## src/hw/tsh_pkg.sv

```systemverilog
// Constants and types for the touch-sensor SPI host controller.
// Assumes a 40 MHz system clock; every timing count below except SAMPLE_DLY_CYC is derived from it.
package tsh_pkg;

  localparam int CLK_PERIOD_NS = 25;
  localparam int CNT_W = 24;

  // Serial clock phases, select lead and hold, and the device reset pulse, in ns.
  localparam int SCK_HALF_NS = 666;
  localparam int ENABLE_DLY_NS = 1000;
  localparam int SS_HOLD_NS = 20;
  localparam int RST_LOW_NS = 1100;

  // Least times, rounded up to whole clock cycles.
  localparam int SCK_HALF_CYC = (SCK_HALF_NS + CLK_PERIOD_NS - 1) / CLK_PERIOD_NS;
  localparam int ENABLE_DLY_CYC = (ENABLE_DLY_NS + CLK_PERIOD_NS - 1) / CLK_PERIOD_NS;
  localparam int SS_HOLD_CYC = (SS_HOLD_NS + CLK_PERIOD_NS - 1) / CLK_PERIOD_NS;
  localparam int RST_LOW_CYC = (RST_LOW_NS + CLK_PERIOD_NS - 1) / CLK_PERIOD_NS;

  // Cycles from the rising serial clock edge to the shift of the synchronised input.
  localparam int SAMPLE_DLY_CYC = 3;

  // Gaps between exchanges, in microseconds.
  localparam int FULL_GAP_US = 300;
  localparam int QUICK_GAP_US = 100;
  localparam int FULL_GAP_CYC = (FULL_GAP_US * 1000 + CLK_PERIOD_NS - 1) / CLK_PERIOD_NS;
  localparam int QUICK_GAP_CYC = (QUICK_GAP_US * 1000 + CLK_PERIOD_NS - 1) / CLK_PERIOD_NS;

  // Recovery waits after long commands, in milliseconds.
  localparam int RESET_WAIT_MS = 320;
  localparam int STORE_WAIT_MS = 200;
  localparam int RESTORE_WAIT_MS = 150;
  localparam int ERASE_WAIT_MS = 50;
  localparam int RESET_WAIT_CYC = (RESET_WAIT_MS * 1000000 + CLK_PERIOD_NS - 1) / CLK_PERIOD_NS;
  localparam int STORE_WAIT_CYC = (STORE_WAIT_MS * 1000000 + CLK_PERIOD_NS - 1) / CLK_PERIOD_NS;
  localparam int RESTORE_WAIT_CYC = (RESTORE_WAIT_MS * 1000000 + CLK_PERIOD_NS - 1) / CLK_PERIOD_NS;
  localparam int ERASE_WAIT_CYC = (ERASE_WAIT_MS * 1000000 + CLK_PERIOD_NS - 1) / CLK_PERIOD_NS;

  // Request operations.
  localparam logic [1:0] OP_BYTE = 2'h0;
  localparam logic [1:0] OP_WAKE = 2'h1;
  localparam logic [1:0] OP_RESET = 2'h2;

  typedef enum logic [7:0] {
    S_IDLE  = 8'h01,
    S_RST   = 8'h02,
    S_WAKE  = 8'h04,
    S_LEAD  = 8'h08,
    S_LOW   = 8'h10,
    S_HIGH  = 8'h20,
    S_TRAIL = 8'h40,
    S_GAP   = 8'h80
  } tsh_state_t;

  // Wait class that follows an exchange; the first eight come from the user.
  typedef enum logic [3:0] {
    W_GEN     = 4'h0,
    W_SETUP   = 4'h1,
    W_CALIB   = 4'h2,
    W_STORE   = 4'h3,
    W_RESTORE = 4'h4,
    W_ERASE   = 4'h5,
    W_TO_FULL = 4'h6,
    W_WAKE    = 4'h7,
    W_RESET   = 4'h8
  } tsh_wait_t;

  typedef struct packed {
    tsh_state_t st;
    logic [CNT_W-1:0] cnt;
    logic [2:0] bits;
    logic [7:0] tx;
    logic [7:0] rx;
    tsh_wait_t cls;
    logic quick;
    logic sck;
    logic ss_n;
    logic mosi;
    logic rst_n;
    logic rsp_valid;
    logic [7:0] rsp;
    logic miso_s1;
    logic miso_s2;
    logic [7:0] ph_len;
    logic [CNT_W-1:0] since;
  } tsh_regs_t;

  localparam tsh_regs_t REGS_RST = '{
    st: S_IDLE, cnt: 24'h000000, bits: 3'h0, tx: 8'h00, rx: 8'h00, cls: W_GEN, quick: 1'b0,
    sck: 1'b1, ss_n: 1'b1, mosi: 1'b0, rst_n: 1'b1, rsp_valid: 1'b0, rsp: 8'h00,
    miso_s1: 1'b0, miso_s2: 1'b0, ph_len: 8'hff, since: 24'hffffff
  };

endpackage

```

## src/hw/tsh_host.sv

```systemverilog
// Host-side controller for a capacitive touch sensor reached over a four-wire serial link.
// Assumes the sensor is a link slave, its data output passes through two flip-flops here,
// and the user offers one request at a time through a valid/ready handshake.

// Overview of operation
// - Serial clock idles high; data changes on falling edge, sampled on rising edge.
// - Serial clock never runs faster than 750 kHz.
// - Each serial clock low and high phase lasts at least 666 ns.
// - Select goes low at least 1 us before the first falling clock edge.
// - Full mode: at least 300 us between successive byte exchanges.
// - Full mode: at least 300 us between transfers unless a longer wait applies.
// - After the last configuration byte returns, wait 300 us; in quick mode the code waits only the 100 us quick gap.
// - After a calibration command, wait at least 300 us; in quick mode the code waits only the 100 us quick gap.
// - Sleeping sensor wakes on select low; host then waits 300 us.
// - Full mode waits: reset 320 ms, store 200 ms, restore 150 ms, erase 50 ms.
// - Quick mode: at least 100 us between bytes and between transfers.
// - Quick mode waits: 200 ms after store, 300 us after return to full.
// - Device reset line is held low at least 1100 ns.
module tsh_host #(
  parameter logic [23:0] FULL_GAP_CYC = 24'(tsh_pkg::FULL_GAP_CYC),
  parameter logic [23:0] RESET_WAIT_CYC = 24'(tsh_pkg::RESET_WAIT_CYC),
  parameter logic [23:0] STORE_WAIT_CYC = 24'(tsh_pkg::STORE_WAIT_CYC),
  parameter logic [23:0] RESTORE_WAIT_CYC = 24'(tsh_pkg::RESTORE_WAIT_CYC),
  parameter logic [23:0] ERASE_WAIT_CYC = 24'(tsh_pkg::ERASE_WAIT_CYC)
) (
  input wire logic CLK,
  input wire logic SRST,
  input wire logic REQ_VALID,
  output logic REQ_READY,
  input wire logic [1:0] REQ_OP,
  input wire logic [7:0] REQ_BYTE,
  input wire logic [2:0] REQ_WAIT,
  input wire logic QUICK_MODE,
  output logic RSP_VALID,
  output logic [7:0] RSP_BYTE,
  output logic SPI_SCK,
  output logic SPI_SS_N,
  output logic SPI_MOSI,
  input wire logic SPI_MISO,
  output logic DEV_RST_N
);

  localparam logic [23:0] HALF_LD = 24'(tsh_pkg::SCK_HALF_CYC - 1);
  localparam logic [23:0] LEAD_LD = 24'(tsh_pkg::ENABLE_DLY_CYC - 1);
  localparam logic [23:0] HOLD_LD = 24'(tsh_pkg::SS_HOLD_CYC - 1);
  localparam logic [23:0] RST_LD = 24'(tsh_pkg::RST_LOW_CYC - 1);
  // Sampling a few cycles into the high phase allows for the two-flop input delay.
  localparam logic [23:0] SAMPLE_AT = 24'(tsh_pkg::SCK_HALF_CYC - tsh_pkg::SAMPLE_DLY_CYC);
  localparam logic [23:0] QUICK_LEN = 24'(tsh_pkg::QUICK_GAP_CYC);
  localparam logic [23:0] CNT_MAX = 24'hffffff;

  tsh_pkg::tsh_regs_t r_reg;
  tsh_pkg::tsh_regs_t r_next;
  logic start_go;

  // Length of the quiet time that must follow an exchange of the given class.
  function automatic logic [23:0] wait_len(input tsh_pkg::tsh_wait_t cls, input logic quick);
    logic [23:0] len;
    len = quick ? QUICK_LEN : FULL_GAP_CYC;
    case (cls)
      // Store waits are taken as given; real store times far exceed the base gap.
      // store recovery wait.
      tsh_pkg::W_STORE: len = STORE_WAIT_CYC;
      tsh_pkg::W_RESTORE: begin
        if (!quick) begin
          len = RESTORE_WAIT_CYC;
        end
      end
      tsh_pkg::W_ERASE: begin
        if (!quick) begin
          len = ERASE_WAIT_CYC;
        end
      end
      tsh_pkg::W_TO_FULL: len = FULL_GAP_CYC;
      tsh_pkg::W_WAKE: len = FULL_GAP_CYC;
      tsh_pkg::W_RESET: len = RESET_WAIT_CYC;
      default: len = quick ? QUICK_LEN : FULL_GAP_CYC;
    endcase
    return len;
  endfunction

  always_comb begin
    r_next = r_reg;
    r_next.rsp_valid = 1'b0;
    // The first stage feeds only the second one.
    r_next.miso_s1 = SPI_MISO;
    r_next.miso_s2 = r_reg.miso_s1;
    if (r_reg.cnt != 24'h000000) begin
      r_next.cnt = r_reg.cnt - 24'h000001;
    end
    unique case (r_reg.st)
      tsh_pkg::S_IDLE: begin
        if (REQ_VALID) begin
          r_next.quick = QUICK_MODE;
          if (REQ_OP == tsh_pkg::OP_RESET) begin
            r_next.st = tsh_pkg::S_RST;
            r_next.rst_n = 1'b0;
            r_next.cls = tsh_pkg::W_RESET;
            r_next.cnt = RST_LD;
          end else if (REQ_OP == tsh_pkg::OP_WAKE) begin
            r_next.st = tsh_pkg::S_WAKE;
            r_next.ss_n = 1'b0;
            r_next.cls = tsh_pkg::W_WAKE;
            r_next.cnt = LEAD_LD;
          end else begin
            r_next.st = tsh_pkg::S_LEAD;
            r_next.ss_n = 1'b0;
            r_next.cls = tsh_pkg::tsh_wait_t'({1'b0, REQ_WAIT});
            r_next.tx = REQ_BYTE;
            r_next.bits = 3'h7;
            r_next.cnt = LEAD_LD;
          end
        end
      end
      tsh_pkg::S_RST: begin
        if (r_reg.cnt == 24'h000000) begin
          r_next.rst_n = 1'b1;
          r_next.st = tsh_pkg::S_GAP;
          r_next.cnt = wait_len(r_reg.cls, r_reg.quick) - 24'h000001;
        end
      end
      tsh_pkg::S_WAKE: begin
        if (r_reg.cnt == 24'h000000) begin
          r_next.ss_n = 1'b1;
          r_next.st = tsh_pkg::S_GAP;
          r_next.cnt = wait_len(r_reg.cls, r_reg.quick) - 24'h000001;
        end
      end
      tsh_pkg::S_LEAD: begin
        if (r_reg.cnt == 24'h000000) begin
          r_next.st = tsh_pkg::S_LOW;
          r_next.sck = 1'b0;
          r_next.mosi = r_reg.tx[7];
          r_next.cnt = HALF_LD;
        end
      end
      tsh_pkg::S_LOW: begin
        if (r_reg.cnt == 24'h000000) begin
          r_next.st = tsh_pkg::S_HIGH;
          r_next.sck = 1'b1;
          r_next.cnt = HALF_LD;
        end
      end
      tsh_pkg::S_HIGH: begin
        if (r_reg.cnt == SAMPLE_AT) begin
          r_next.rx = {r_reg.rx[6:0], r_reg.miso_s2};
        end
        if (r_reg.cnt == 24'h000000) begin
          if (r_reg.bits == 3'h0) begin
            r_next.st = tsh_pkg::S_TRAIL;
            r_next.cnt = HOLD_LD;
          end else begin
            r_next.bits = r_reg.bits - 3'h1;
            r_next.tx = {r_reg.tx[6:0], 1'b0};
            r_next.mosi = r_reg.tx[6];
            r_next.sck = 1'b0;
            r_next.st = tsh_pkg::S_LOW;
            r_next.cnt = HALF_LD;
          end
        end
      end
      tsh_pkg::S_TRAIL: begin
        if (r_reg.cnt == 24'h000000) begin
          r_next.ss_n = 1'b1;
          r_next.rsp_valid = 1'b1;
          r_next.rsp = r_reg.rx;
          r_next.st = tsh_pkg::S_GAP;
          r_next.cnt = wait_len(r_reg.cls, r_reg.quick) - 24'h000001;
        end
      end
      tsh_pkg::S_GAP: begin
        if (r_reg.cnt == 24'h000000) begin
          r_next.st = tsh_pkg::S_IDLE;
        end
      end
      default: begin
        r_next = tsh_pkg::REGS_RST;
      end
    endcase
    // Phase and quiet-time counters, read only by the checks below.
    if (r_next.sck != r_reg.sck) begin
      r_next.ph_len = 8'h00;
    end else if (r_reg.ph_len != 8'hff) begin
      r_next.ph_len = r_reg.ph_len + 8'h01;
    end
    if (r_next.st == tsh_pkg::S_GAP && r_reg.st != tsh_pkg::S_GAP) begin
      r_next.since = 24'h000000;
    end else if (r_reg.since != CNT_MAX) begin
      r_next.since = r_reg.since + 24'h000001;
    end
  end

  always_ff @(posedge CLK) begin
    if (SRST) begin
      r_reg <= tsh_pkg::REGS_RST;
    end else begin
      r_reg <= r_next;
    end
  end

  // The ready term is combinational so a request can be taken in the first idle cycle.
  assign REQ_READY = (r_reg.st == tsh_pkg::S_IDLE);
  assign RSP_VALID = r_reg.rsp_valid;
  assign RSP_BYTE = r_reg.rsp;
  assign SPI_SCK = r_reg.sck;
  assign SPI_SS_N = r_reg.ss_n;
  assign SPI_MOSI = r_reg.mosi;
  assign DEV_RST_N = r_reg.rst_n;
  assign start_go = (r_reg.st == tsh_pkg::S_IDLE) && REQ_VALID;

  localparam int HALF_M1 = tsh_pkg::SCK_HALF_CYC - 1;
  localparam int LEAD_M1 = tsh_pkg::ENABLE_DLY_CYC - 1;
  localparam int RST_M1 = tsh_pkg::RST_LOW_CYC - 1;
endmodule

```

## config.mk

```make
export PLATFORM = sky130hd
export DESIGN_NAME = tsh_host
export DESIGN_NICKNAME = d
export VERILOG_FILES = /design/src/hw/tsh_pkg.sv /design/src/hw/tsh_host.sv
export SDC_FILE = /design/constraint.sdc
export NUM_CORES = 1
export LEC_CHECK = 0
export BUFFER_PORTS_ARGS = -buffer_cell sky130_fd_sc_hd__buf_4
export CAP_MARGIN = 10
export CORE_MARGIN = 1
export CORE_UTILIZATION = 39
export CTS_BUF_LIST = sky130_fd_sc_hd__clkbuf_8
export CTS_CLUSTER_SIZE = 16
export DETAILED_ROUTE_END_ITERATION = 16
export PLACE_DENSITY = 0.57
export SLEW_MARGIN = 20
export SYNTH_ARGS = -nofsm -noshare
export SYNTH_HDL_FRONTEND = slang
export SYNTH_SLANG_ARGS = --single-unit
```

## constraint.sdc

```tcl
create_clock -name CLK -period 3.45 [get_ports CLK]
set_clock_uncertainty 0.05 [all_clocks]
set_input_delay 0.69 -clock CLK [delete_from_list [all_inputs] [get_ports CLK]]
set_output_delay 0.69 -clock CLK [all_outputs]
set_load 0.05 [all_outputs]
```

Word-level counts from Yosys, hierarchy flattened
Index checks and enable logic that the tools add are counted.
{ "classes": {"add_sub_neg": 5, "n_mul": 0, "div_mod_pow": 0, "n_lt_le_gt_ge": 0, "eq_ne": 31, "shift": 0, "n_mux": 49, "n_bitwise": 9, "reduce_logical": 24} }
{ "op_table": {"columns": ["op", "n"], "rows": [
  ["24-bit one-hot mux with 8 select lines", 1],
  ["32-bit two-way mux", 5],
  ["24-bit two-way mux", 5],
  ["24-bit one-hot mux with 5 select lines", 1],
  ["24-bit by 1-bit subtractor with 24-bit output (second input constant)", 4],
  ["43-bit two-way mux", 2],
  ["8-bit one-hot mux with 8 select lines", 1],
  ["28-bit two-way mux", 2],
  ["11-bit two-way mux", 3],
  ["11-bit one-hot mux with 3 select lines", 1],
  ["31-bit two-way mux", 1],
  ["24-bit by 5-bit == test with 1-bit output (second input constant)", 1],
  ["24-bit zero test", 1],
  ["2-bit inequality test (second input constant)", 12],
  ["24-bit nonzero test", 1],
  ["23-bit two-way mux", 1],
  ["21-bit two-way mux", 1],
  ["7-bit OR reduction", 3],
  ["9-bit one-hot mux with 2 select lines", 1],
  ["6-bit OR reduction", 3],
  ["4-bit by 3-bit == test with 1-bit output (second input constant)", 4],
  ["8-bit two-way mux", 2],
  ["8-bit one-hot mux with 2 select lines", 1],
  ["14-bit two-way mux", 1],
  ["32 further kinds", 60]
]} }
{ "totals": {"regBits": 71, "latchBits": 0, "mem_bits_rw": 0, "romBits": 0, "out_inout_bits": 14, "elab_cells": 133, "mem_count": 0} }

Depth between registers and ports, before layout
Gate-level depths: netlist of run 1.
{ "logic_depth": {"ltp_word": 8, "mapped_depth": 11, "mapped_depth_nobuf": 10} }

Worst setup path before layout of run 1
No wires, ideal clock.
{ "synth_timing": {"kind": "reg-to-reg", "startpoint": "register r_reg[71] (netlist name)", "endpoint": "register r_reg (netlist bit SPI_SS_N)", "setup_time_ns": 0.122, "t_arrival_ns": 2.349, "required_time_ns": 3.278, "path_slack_ns": 0.929, "path_stages_with_launch": 11, "n_path_buf": 1, "synth_period_minus_slack_ns": 2.521, "cell_sequence": "dfxtp_1 inv_1 ha_1 or4b_4 or2_1 buf_6 nor3_4 inv_2 a211oi_2 nand3b_1 a221o_1"} }
{ "synth_via": {"elab_chain_cells": 3} }
{ "synth_lines": {"columns": ["item", "line_no", "text"], "rows": [
  ["start, declared", "tsh_host.sv:52", "tsh_pkg::tsh_regs_t r_reg;"],
  ["start signal, assigned", "tsh_host.sv:195", "r_reg <= tsh_pkg::REGS_RST;"],
  ["start signal, assigned", "tsh_host.sv:197", "r_reg <= r_next;"],
  ["24-bit zero test", "tsh_host.sv:123, tsh_host.sv:163", null],
  ["2-bit by 1-bit inequality test with 1-bit output (no line)", null, null],
  ["4-bit AND reduction (no line)", null, null]
]} }
Every way passes these cells.
A chain may end at the register's enable or synchronous reset.

Worst setup path in the final report of run 1
{ "layout_timing": {"startpoint": "register r_reg[71] (netlist name)", "endpoint": "register r_reg[65] (netlist name)"} }
{ "layout_via": {"elab_chain_cells": 3} }
{ "layout_lines": {"columns": ["item", "line_no", "text"], "rows": [
  ["24-bit zero test", "tsh_host.sv:148", "if (r_reg.cnt == 24'h000000) begin"],
  ["2-bit inequality test (no line)", null, null],
  ["6-bit AND reduction (no line)", null, null]
]} }
Every way passes these cells.

==> metrics.yaml, run 1 <==
status: "completed"
grt_max_degree: 48
cts.sinks: 71
cts.repair.resized: 0
vias: 4157
reg2regPathDepth: 8
synth_edf_count: 0
clkLatencyLatePin_ns: 0.37
grt_pass1_wl_mm: 20.4
synth_top_area_share_pct: 33.3
place_ws_ns: 0.408
synth.net_count: 584
synthFlopType: "dfxtp_1"
min_path_cells: 2
p_per_area_mw_per_mm2: 739
grt_overflow: 0
syn_to_final_growth_pct: 12.4
syn_area_mm2: 0.00427
via_per_inst: 5.80
cts_tree: "done"
fin_crit_ns: 3.07
die_x_um: 107
synth_seq_cells: 71
layout_commonest_cell: "dfxtp_1"
fin_nets: 603
timing.rr.end: "r_reg[65]"
post-cts-setup-buffer-count: 0
p_leak_nw: 1.78
synth_top_cells_by_area: "dfxtp_1 33%, a21oi_1 5.6%, nand2_1 5.1%"
postSynthAreaPerCell_um2: 7.67
clock_path_buffers: 2
largest_reg_flops: 58
dpl.hpwl_mm: 8.64
syn_inst: 557
globalplace.congestion: 0.851
gr-usage-met1_pct: 31.1
clk_pin_slew_ns: 0.08
grt_usage_pct: 23.1
grt_pass1_vias: 4009
min_period_over_period_pct: 89.0
rrSetupSlack_ns: 0.38
async_flop_share_pct: 0
synth_seq_area_share_pct: 33.3
top_usage_layer: "met2"
synth_cell_types: 65
die_h_um: 107
synth_top_area_cell: "dfxtp_1"
htree_levels: 3
worst_pin_slew_ns: 1.08
relSlewSlack_pct: 27.3
hp-start: "r_reg[33]"
synth_warnings: 0
firstDrtPassIters: 5
setup_ws_ns: 0.379
fmax_mhz: 326
drtAntennaViolNets: 0
grt_setup_unrepaired: "false"
crit_type: "flip-flop to flip-flop"
pin_count: 32
coreArea_mm2: 0.0105
worstHoldPathType: "flip-flop to flip-flop"
fin_setup_tns_ns: 0
drive_above_1_share_pct: 15.8
cts-root-buf: "clkbuf_8"
use_met2_pct: 35.7
crit_required_ns: 3.64
initial_utilization_pct: 40.8
ir_drop_v: 0.000446
route.detailed.drc: 0
finalSetupViolCount: 0
nFillCells: 1118
die-area_mm2: 0.0114
use_met3_pct: 4.01
worstSetupEndpointType: "flip-flop"
start_kind: "flip-flop"
n_antenna_cell: 0
r2r-start: "r_reg[71]"
layout_common_cells: "71 x dfxtp_1, 58 x nand2_1, 53 x nor2_1, 49 x buf_4, 48 x a21oi_1"
regArea_mm2: 0.00142
wire_per_inst_um: 17.0
hold_buffers: 0
p_total_mw: 3.55
drt_iter0_drc: 336
wl_mm: 12.2
cap_violations: 0
multi_input_area_mm2: 0.00256
cts_buffers: 9
holdPathEnd: "r_reg[32]"
antenna_found_initial: 0
hold_viol: 0
cp_max_fo: 18
row_count: 37
slew_violations: 0
port_buffers: 31
cp.arrival_ns: 3.26
-- cells by family (layout without fill, tap and decap cells) --
kind of cell | after synthesis | count (layout) | share of synthesized area, %
AO/OA/AOI/OAI | 152 | 152 | 23.8
buffers and inverters | 63 | 87 | 6.74
flip-flops | 71 | 71 | 33.3
AND/OR/NAND/NOR | 239 | 239 | 28.7
multiplexers | 5 | 5 | 1.17
XOR/XNOR | 18 | 18 | 3.69
adder cells (fa/ha/maj) | 9 | 9 | 2.64
-- layout make-up --
type / instances / area share (%)
clock buffer: 9 / 2.58
inverter: 22 / 1.72
timing repair buffer: 49 / 7.67
clock inverter: 7 / 1.49
tap: 136 / 3.55
multi-input combinational: 423 / 53.4
sequential: 71 / 29.6
-- where the power goes --
| group | internal, mW | switching [mW] | total, mW |
|---|---|---|---|
| combinational | 0.686 | 1.15 | 1.84 |
| sequential | 0.909 | 0.110 | 1.02 |
| clock | 0.335 | 0.352 | 0.687 |
| total | 1.93 | 1.62 | 3.55 |
-- cells in the mapped netlist, types with 5 or more instances --
cell type,n
or2_2,11
nor2_1,53
buf_4,8
o21ai_0,24
nor4_1,16
a31oi_1,6
nor3_1,28
mux2i_1,5
a211oi_1,9
inv_1,21
ha_1,9
a21oi_1,48
a221oi_1,7
nand4_1,7
clkbuf_1,26
nand3_1,13
dfxtp_1,71
o21a_1,8
a22oi_1,12
buf_2,5
xnor2_1,15
or3_1,6
nand2b_1,8
o211ai_1,9
nand2_1,58
or4_1,8
-- worst max-delay path, cell delays in order, from the launching register on --
cell	delay [ns]
dfxtp_1	0.35
inv_1	0.09
ha_1	0.19
or4b_4	0.50
or2_1	0.39
o41ai_2	0.55
nand3_2	0.38
a221oi_1	0.34
a211oi_1	0.08
-- per-layer routing --
metal  up-vias  part of all wire [%]
li1       2035                     -
met1      1970                    47
met2       129                    45
met3        23                   5.4
met4         0                   2.6
met5         -                     0
-- worst max-delay path by stage --
| stage | from | end | cells past startpoint |
|---|---|---|---|
| CTS | r_reg[71] | r_reg[65] | 8 |
| global route | r_reg[71] | r_reg[64] | 8 |
| floorplan | r_reg[71] | SPI_SS_N | 10 |
| finish | r_reg[71] | r_reg[65] | 8 |
| detailed placement | r_reg[71] | r_reg[65] | 8 |
| global placement | r_reg[71] | r_reg[65] | 8 |
-- through the flow --
step / util [%] / cells / hold slack [ns] / cell area, um2
floorplan: - / 557 / 0.344 / 4270
global placement: 44.0 / 701 / 0.358 / 4600
detailed placement: 44.0 / 701 / 0.354 / 4600
CTS: 45.9 / 717 / 0.373 / 4800
global route: 45.9 / 717 / 0.401 / 4800
finish: 45.9 / 717 / 0.376 / 4800
Power figures use the tool's default switching activity.
==> run 2, diff against run 1 <==
--- a/config.mk
+++ b/config.mk
@@ -9,7 +9,7 @@
 export CAP_MARGIN = 10
 export CORE_MARGIN = 1
 export CORE_UTILIZATION = 39
-export CTS_BUF_LIST = sky130_fd_sc_hd__clkbuf_8
+export CTS_BUF_LIST = sky130_fd_sc_hd__clkbuf_2 sky130_fd_sc_hd__clkbuf_4 sky130_fd_sc_hd__clkbuf_8
 export CTS_CLUSTER_SIZE = 16
 export DETAILED_ROUTE_END_ITERATION = 16
 export PLACE_DENSITY = 0.57
==> metrics.yaml, run 2 (synthesis gave the netlist of run 1 again) <==
fin_crit_ns: 3.07  # -0.00130 ns
ir_drop_v: 0.000447  # +0.31%
cts_tree: "done"
vias: 4162  # +0.12%
coreArea_mm2: 0.0105  # unchanged
timing.rr.end: "r_reg[65]"
die_h_um: 107  # unchanged
dpl.hpwl_mm: 8.64  # unchanged
cts_buffers: 9  # unchanged
setup_ws_ns: 0.380  # +0.00130 ns
hp-start: "r_reg[33]"
worstSetupEndpointType: "flip-flop"
post-route-util_pct: 45.9  # about the same
relSlewSlack_pct: 27.1  # -0.28 points
min_period_over_period_pct: 89.0  # about the same
fin_setup_tns_ns: 0  # unchanged
p_leak_nw: 1.78  # about the same
hold_buffers: 0  # unchanged
row_count: 37  # unchanged
firstDrtPassIters: 5  # unchanged
cap_violations: 0  # unchanged
place_ws_ns: 0.408  # unchanged
layout_commonest_cell: "dfxtp_1"
top_usage_layer: "met2"
start_kind: "flip-flop"
dpl.cell_count: 701  # unchanged
drive_above_1_share_pct: 16.0  # +0.17 points
die-area_mm2: 0.0114  # unchanged
reg2regPathDepth: 8  # unchanged
wl_mm: 12.2  # about the same
hold_viol: 0  # unchanged
hold_slack_ns: 0.376  # +0.00000300 ns
grt_max_degree: 48  # unchanged
r2r-start: "r_reg[71]"
grt_pass1_wl_mm: 20.4  # about the same
use_met3_pct: 4.01  # unchanged
syn_to_final_growth_pct: 12.5  # about the same
cp.arrival_ns: 3.26  # about the same
die_x_um: 107  # unchanged
gr-usage-met1_pct: 31.2  # +0.038 points
holdPathEnd: "r_reg[32]"
globalplace.congestion: 0.851  # unchanged
instances_no_fill: 717  # unchanged
grt_overflow: 0  # unchanged
drtAntennaViolNets: 0  # unchanged
drt_iter0_drc: 386  # +15%
nFillCells: 1118  # unchanged
cts.sinks: 71  # unchanged
clock_path_buffers: 2  # unchanged
cp_max_fo: 18  # unchanged
cts-root-buf: "clkbuf_8"
largest_reg_flops: 58  # unchanged
fmax_mhz: 326  # about the same
worst_pin_slew_ns: 1.09  # +0.00421 ns
post-cts-setup-buffer-count: 0  # unchanged
min_path_cells: 2  # unchanged
fin_nets: 603  # unchanged
slew_violations: 0  # unchanged
grt_pass1_vias: 4007  # -0.050%
layout_common_cells: "71 x dfxtp_1, 58 x nand2_1, 53 x nor2_1, 49 x buf_4, 48 x a21oi_1"
rrSetupSlack_ns: 0.38  # about the same
use_met2_pct: 35.7  # unchanged
cts.repair.resized: 0  # unchanged
crit_type: "flip-flop to flip-flop"
clkLatencyLatePin_ns: 0.37  # about the same
worstHoldPathType: "flip-flop to flip-flop"
wire_per_inst_um: 17.0  # about the same
p_per_area_mw_per_mm2: 741  # +0.32%
antenna_found_initial: 0  # unchanged
route.detailed.drc: 0  # unchanged
status: "completed"
via_per_inst: 5.80  # +0.12%
initial_utilization_pct: 40.8  # unchanged
multi_input_area_mm2: 0.00256  # unchanged
finalSetupViolCount: 0  # unchanged
n_antenna_cell: 0  # unchanged
pin_count: 32  # unchanged
regArea_mm2: 0.00142  # unchanged
grt_setup_unrepaired: "false"
htree_levels: 3  # unchanged
clk_pin_slew_ns: 0.08  # about the same
port_buffers: 31  # unchanged
crit_required_ns: 3.64  # about the same
grt_usage_pct: 23.1  # about the same
==> run 2: cell count changes in the layout (fill, tap and decap cells not counted), sizes merged <==
| cell | delta |
|---|---|
| clkbuf | +1 |
| inv | -1 |
==> run 2: how the worst max path moves through the flow <==
| stage | from | endpoint | slack (ns) | depth (start not counted) |
|---|---|---|---|---|
| 2_1_floorplan | r_reg[71] | SPI_SS_N | 0.93 | 10 |
| 3_3_place_gp | r_reg[71] | r_reg[65] | 0.52 | 8 |
| 3_5_place_dp | r_reg[71] | r_reg[65] | 0.41 | 8 |
| 4_1_cts | r_reg[71] | r_reg[65] | 0.39 | 8 |
| 5_1_grt | r_reg[71] | r_reg[64] | 0.13 | 8 |
| 6_report | r_reg[71] | r_reg[65] | 0.38 | 8 |
==> run 2: metrics by stage <==
stage | area (um2) | power, mW
after floorplan | 4270 | 2.35
after global placement | 4600 | 2.83
after detailed placement | 4600 | 2.85
after CTS | 4800 | 3.56
after global routing | 4800 | 3.85
final | 4800 | 3.56
==> run 2: cell type report <==
class / instances / area share [%]
timing repair buffer: 49 / 7.66
clock buffer: 10 / 2.74
clock inverter: 6 / 1.41
tap: 136 / 3.54
inverter: 22 / 1.72
multi-input combinational: 423 / 53.3
sequential: 71 / 29.6
==> run 2: metal layers <==
metal | vias to the layer above | routed length, um | part of all wire [%]
met4 | 0 | 322 | 2.6
li1 | 2036 | - | -
met1 | 1967 | 5710 | 47
met3 | 24 | 663 | 5.4
met2 | 135 | 5520 | 45
met5 | - | 0 | 0
==> run 2: critical path, cell delays in order (launching register included) <==
cell and delay [ns]:
dfxtp_1 0.35, inv_1 0.09, ha_1 0.19, or4b_4 0.50, or2_1 0.39, o41ai_2 0.55, nand3_2 0.38, a221oi_1 0.34
a211oi_1 0.08
==> run 2: where the power goes <==
group | internal (mW) | switching, mW
clock network | 0.346 | 0.353
logic | 0.687 | 1.16
registers | 0.909 | 0.110
total | 1.94 | 1.62
==> run 3, diff against run 2 <==
--- a/config.mk
+++ b/config.mk
@@ -7,7 +7,8 @@
 export LEC_CHECK = 0
 export BUFFER_PORTS_ARGS = -buffer_cell sky130_fd_sc_hd__buf_4
 export CAP_MARGIN = 10
-export CORE_MARGIN = 1
+export CORE_ASPECT_RATIO = 0.75
+export CORE_MARGIN = 2
 export CORE_UTILIZATION = 39
 export CTS_BUF_LIST = sky130_fd_sc_hd__clkbuf_2 sky130_fd_sc_hd__clkbuf_4 sky130_fd_sc_hd__clkbuf_8
 export CTS_CLUSTER_SIZE = 16
==> metrics.yaml, run 3 (synthesis gave the netlist of run 1 again) <==
coreArea_mm2: 0.0108  # +3.4%
start_kind: "flip-flop"
reg2regPathDepth: 8  # unchanged
initial_utilization_pct: 39.5  # -1.3 points
top_usage_layer: "met1"
grt_pass1_vias: 3826  # -4.5%
min_period_over_period_pct: 86.2  # -2.8 points
worstSetupEndpointType: "flip-flop"
via_per_inst: 5.83  # +0.40%
firstDrtPassIters: 5  # unchanged
hold_viol: 0  # unchanged
grt_overflow: 0  # unchanged
layout_common_cells: "71 x dfxtp_1, 58 x nand2_1, 53 x nor2_1, 48 x a21oi_1, 46 x buf_4"
syn_to_final_growth_pct: 10.9
cap_violations: 0  # unchanged
relSlewSlack_pct: 45.5  # +18 points
finalSetupViolCount: 0  # unchanged
post-cts-setup-buffer-count: 0  # unchanged
critPathCapture: "r_reg[65]"
htree_levels: 3  # unchanged
wl_mm: 12.2  # about the same
dpl.hpwl_mm: 8.72  # +0.87%
drtAntennaViolNets: 0  # unchanged
largest_reg_flops: 58  # unchanged
use_met2_pct: 31.1  # -4.7 points
row_count: 33  # -11%
layout_commonest_cell: "dfxtp_1"
globalplace.congestion: 0.906  # +6.4%
r2r-start: "r_reg[71]"
grt_pass1_wl_mm: 20.4  # about the same
crit_type: "flip-flop to flip-flop"
cts_buffers: 9  # unchanged
p_per_area_mw_per_mm2: 723  # -2.4%
rrSetupSlack_ns: 0.48  # +0.10 ns
fin_crit_ns: 2.97  # -0.0954 ns
ir_drop_v: 0.000448  # about the same
worstHoldPathType: "flip-flop to flip-flop"
cts.sinks: 71  # unchanged
cts_tree: "done"
cts-root-buf: "clkbuf_8"
route.detailed.drc: 0  # unchanged
pin_count: 32  # unchanged
n_antenna_cell: 0  # unchanged
timing.rr.end: "r_reg[65]"
worst_pin_slew_ns: 0.809  # -0.277 ns
antenna_found_initial: 0  # unchanged
vias: 4173  # +0.26%
gr-usage-met1_pct: 31.5  # +0.37 points
grt_max_degree: 48  # unchanged
die-area_mm2: 0.0118  # +3.9%
clk_pin_slew_ns: 0.07  # about the same
die_h_um: 94.6  # -11%
clkLatencyLatePin_ns: 0.36  # about the same
die_x_um: 125  # +17%
port_buffers: 31  # unchanged
fmax_mhz: 336  # +3.2%
grt_setup_unrepaired: "false"
grt_usage_pct: 21.5  # -1.7 points
fin_nets: 600  # -0.50%
fin_setup_tns_ns: 0  # unchanged
use_met3_pct: 5.55  # +1.5 points
p_total_mw: 3.43  # -3.8%
status: "completed"
drive_above_1_share_pct: 15.3  # -0.73 points
slew_violations: 0  # unchanged
drt_iter0_drc: 350  # -9.3%
cp_max_fo: 18  # unchanged
p_leak_nw: 1.75  # -1.8%
cp.arrival_ns: 3.14  # -0.12 ns
hold_buffers: 0  # unchanged
setup.worst_path.start: "r_reg[71]"
wire_per_inst_um: 17.1  # +0.12%
cts.repair.resized: 0  # unchanged
clock_path_buffers: 2  # unchanged
crit_required_ns: 3.62  # -0.02 ns
run 3: metrics by stage:
stage          std cells  setup slack [ns]  cell area, um2  utilization, %  hold slack [ns]
6_report             716             0.476            4740            43.8            0.363
4_1_cts              716             0.490            4740            43.8            0.366
3_3_place_gp         702             0.620            4590            42.4            0.357
5_1_grt              716             0.296            4740            43.8            0.396
2_1_floorplan        557             0.929            4270               -            0.344
3_5_place_dp         702             0.485            4590            42.4            0.354
run 3: area by class of cell:
| cell class | instances | area [um2] |
|---|---|---|
| Tap cell | 140 | 175 |
| Timing Repair Buffer | 46 | 345 |
| Fill cell | 1122 | 6080 |
| Multi-Input combinational cell | 423 | 2560 |
| Inverter | 22 | 82.6 |
| Clock buffer | 9 | 124 |
| Clock inverter | 5 | 27.5 |
| Sequential cell | 71 | 1420 |
run 3: how the worst min path moves through the flow:
stage                     cells after the start   endpoint       from
after global routing                          2  r_reg[32]  r_reg[33]
after CTS                                     2  r_reg[32]  r_reg[33]
after global placement                        2  r_reg[32]  r_reg[33]
after floorplan                               2  r_reg[32]  r_reg[33]
final                                         2  r_reg[32]  r_reg[33]
after detailed placement                      2  r_reg[32]  r_reg[33]
run 3: routing by layer:
layer	vias up	routed length, um
met1	1962	6320
li1	2037	-
met2	159	4850
met3	15	920
met4	0	124
met5	-	0
run 3: power breakdown:
part	switching (mW)	leakage (nW)	internal, mW
sequential	0.108	0.577	0.910
clock	0.317	0.0805	0.247
combinational	1.19	1.09	0.656
total	1.61	1.75	1.81
run 3: worst max-delay path, cell delays in order (launching register included):
cell	delay (ns)
dfxtp_1	0.34
inv_1	0.09
ha_1	0.19
or4b_4	0.51
or2_1	0.41
o41ai_2	0.45
nand3_2	0.36
a221oi_1	0.35
a211oi_1	0.09
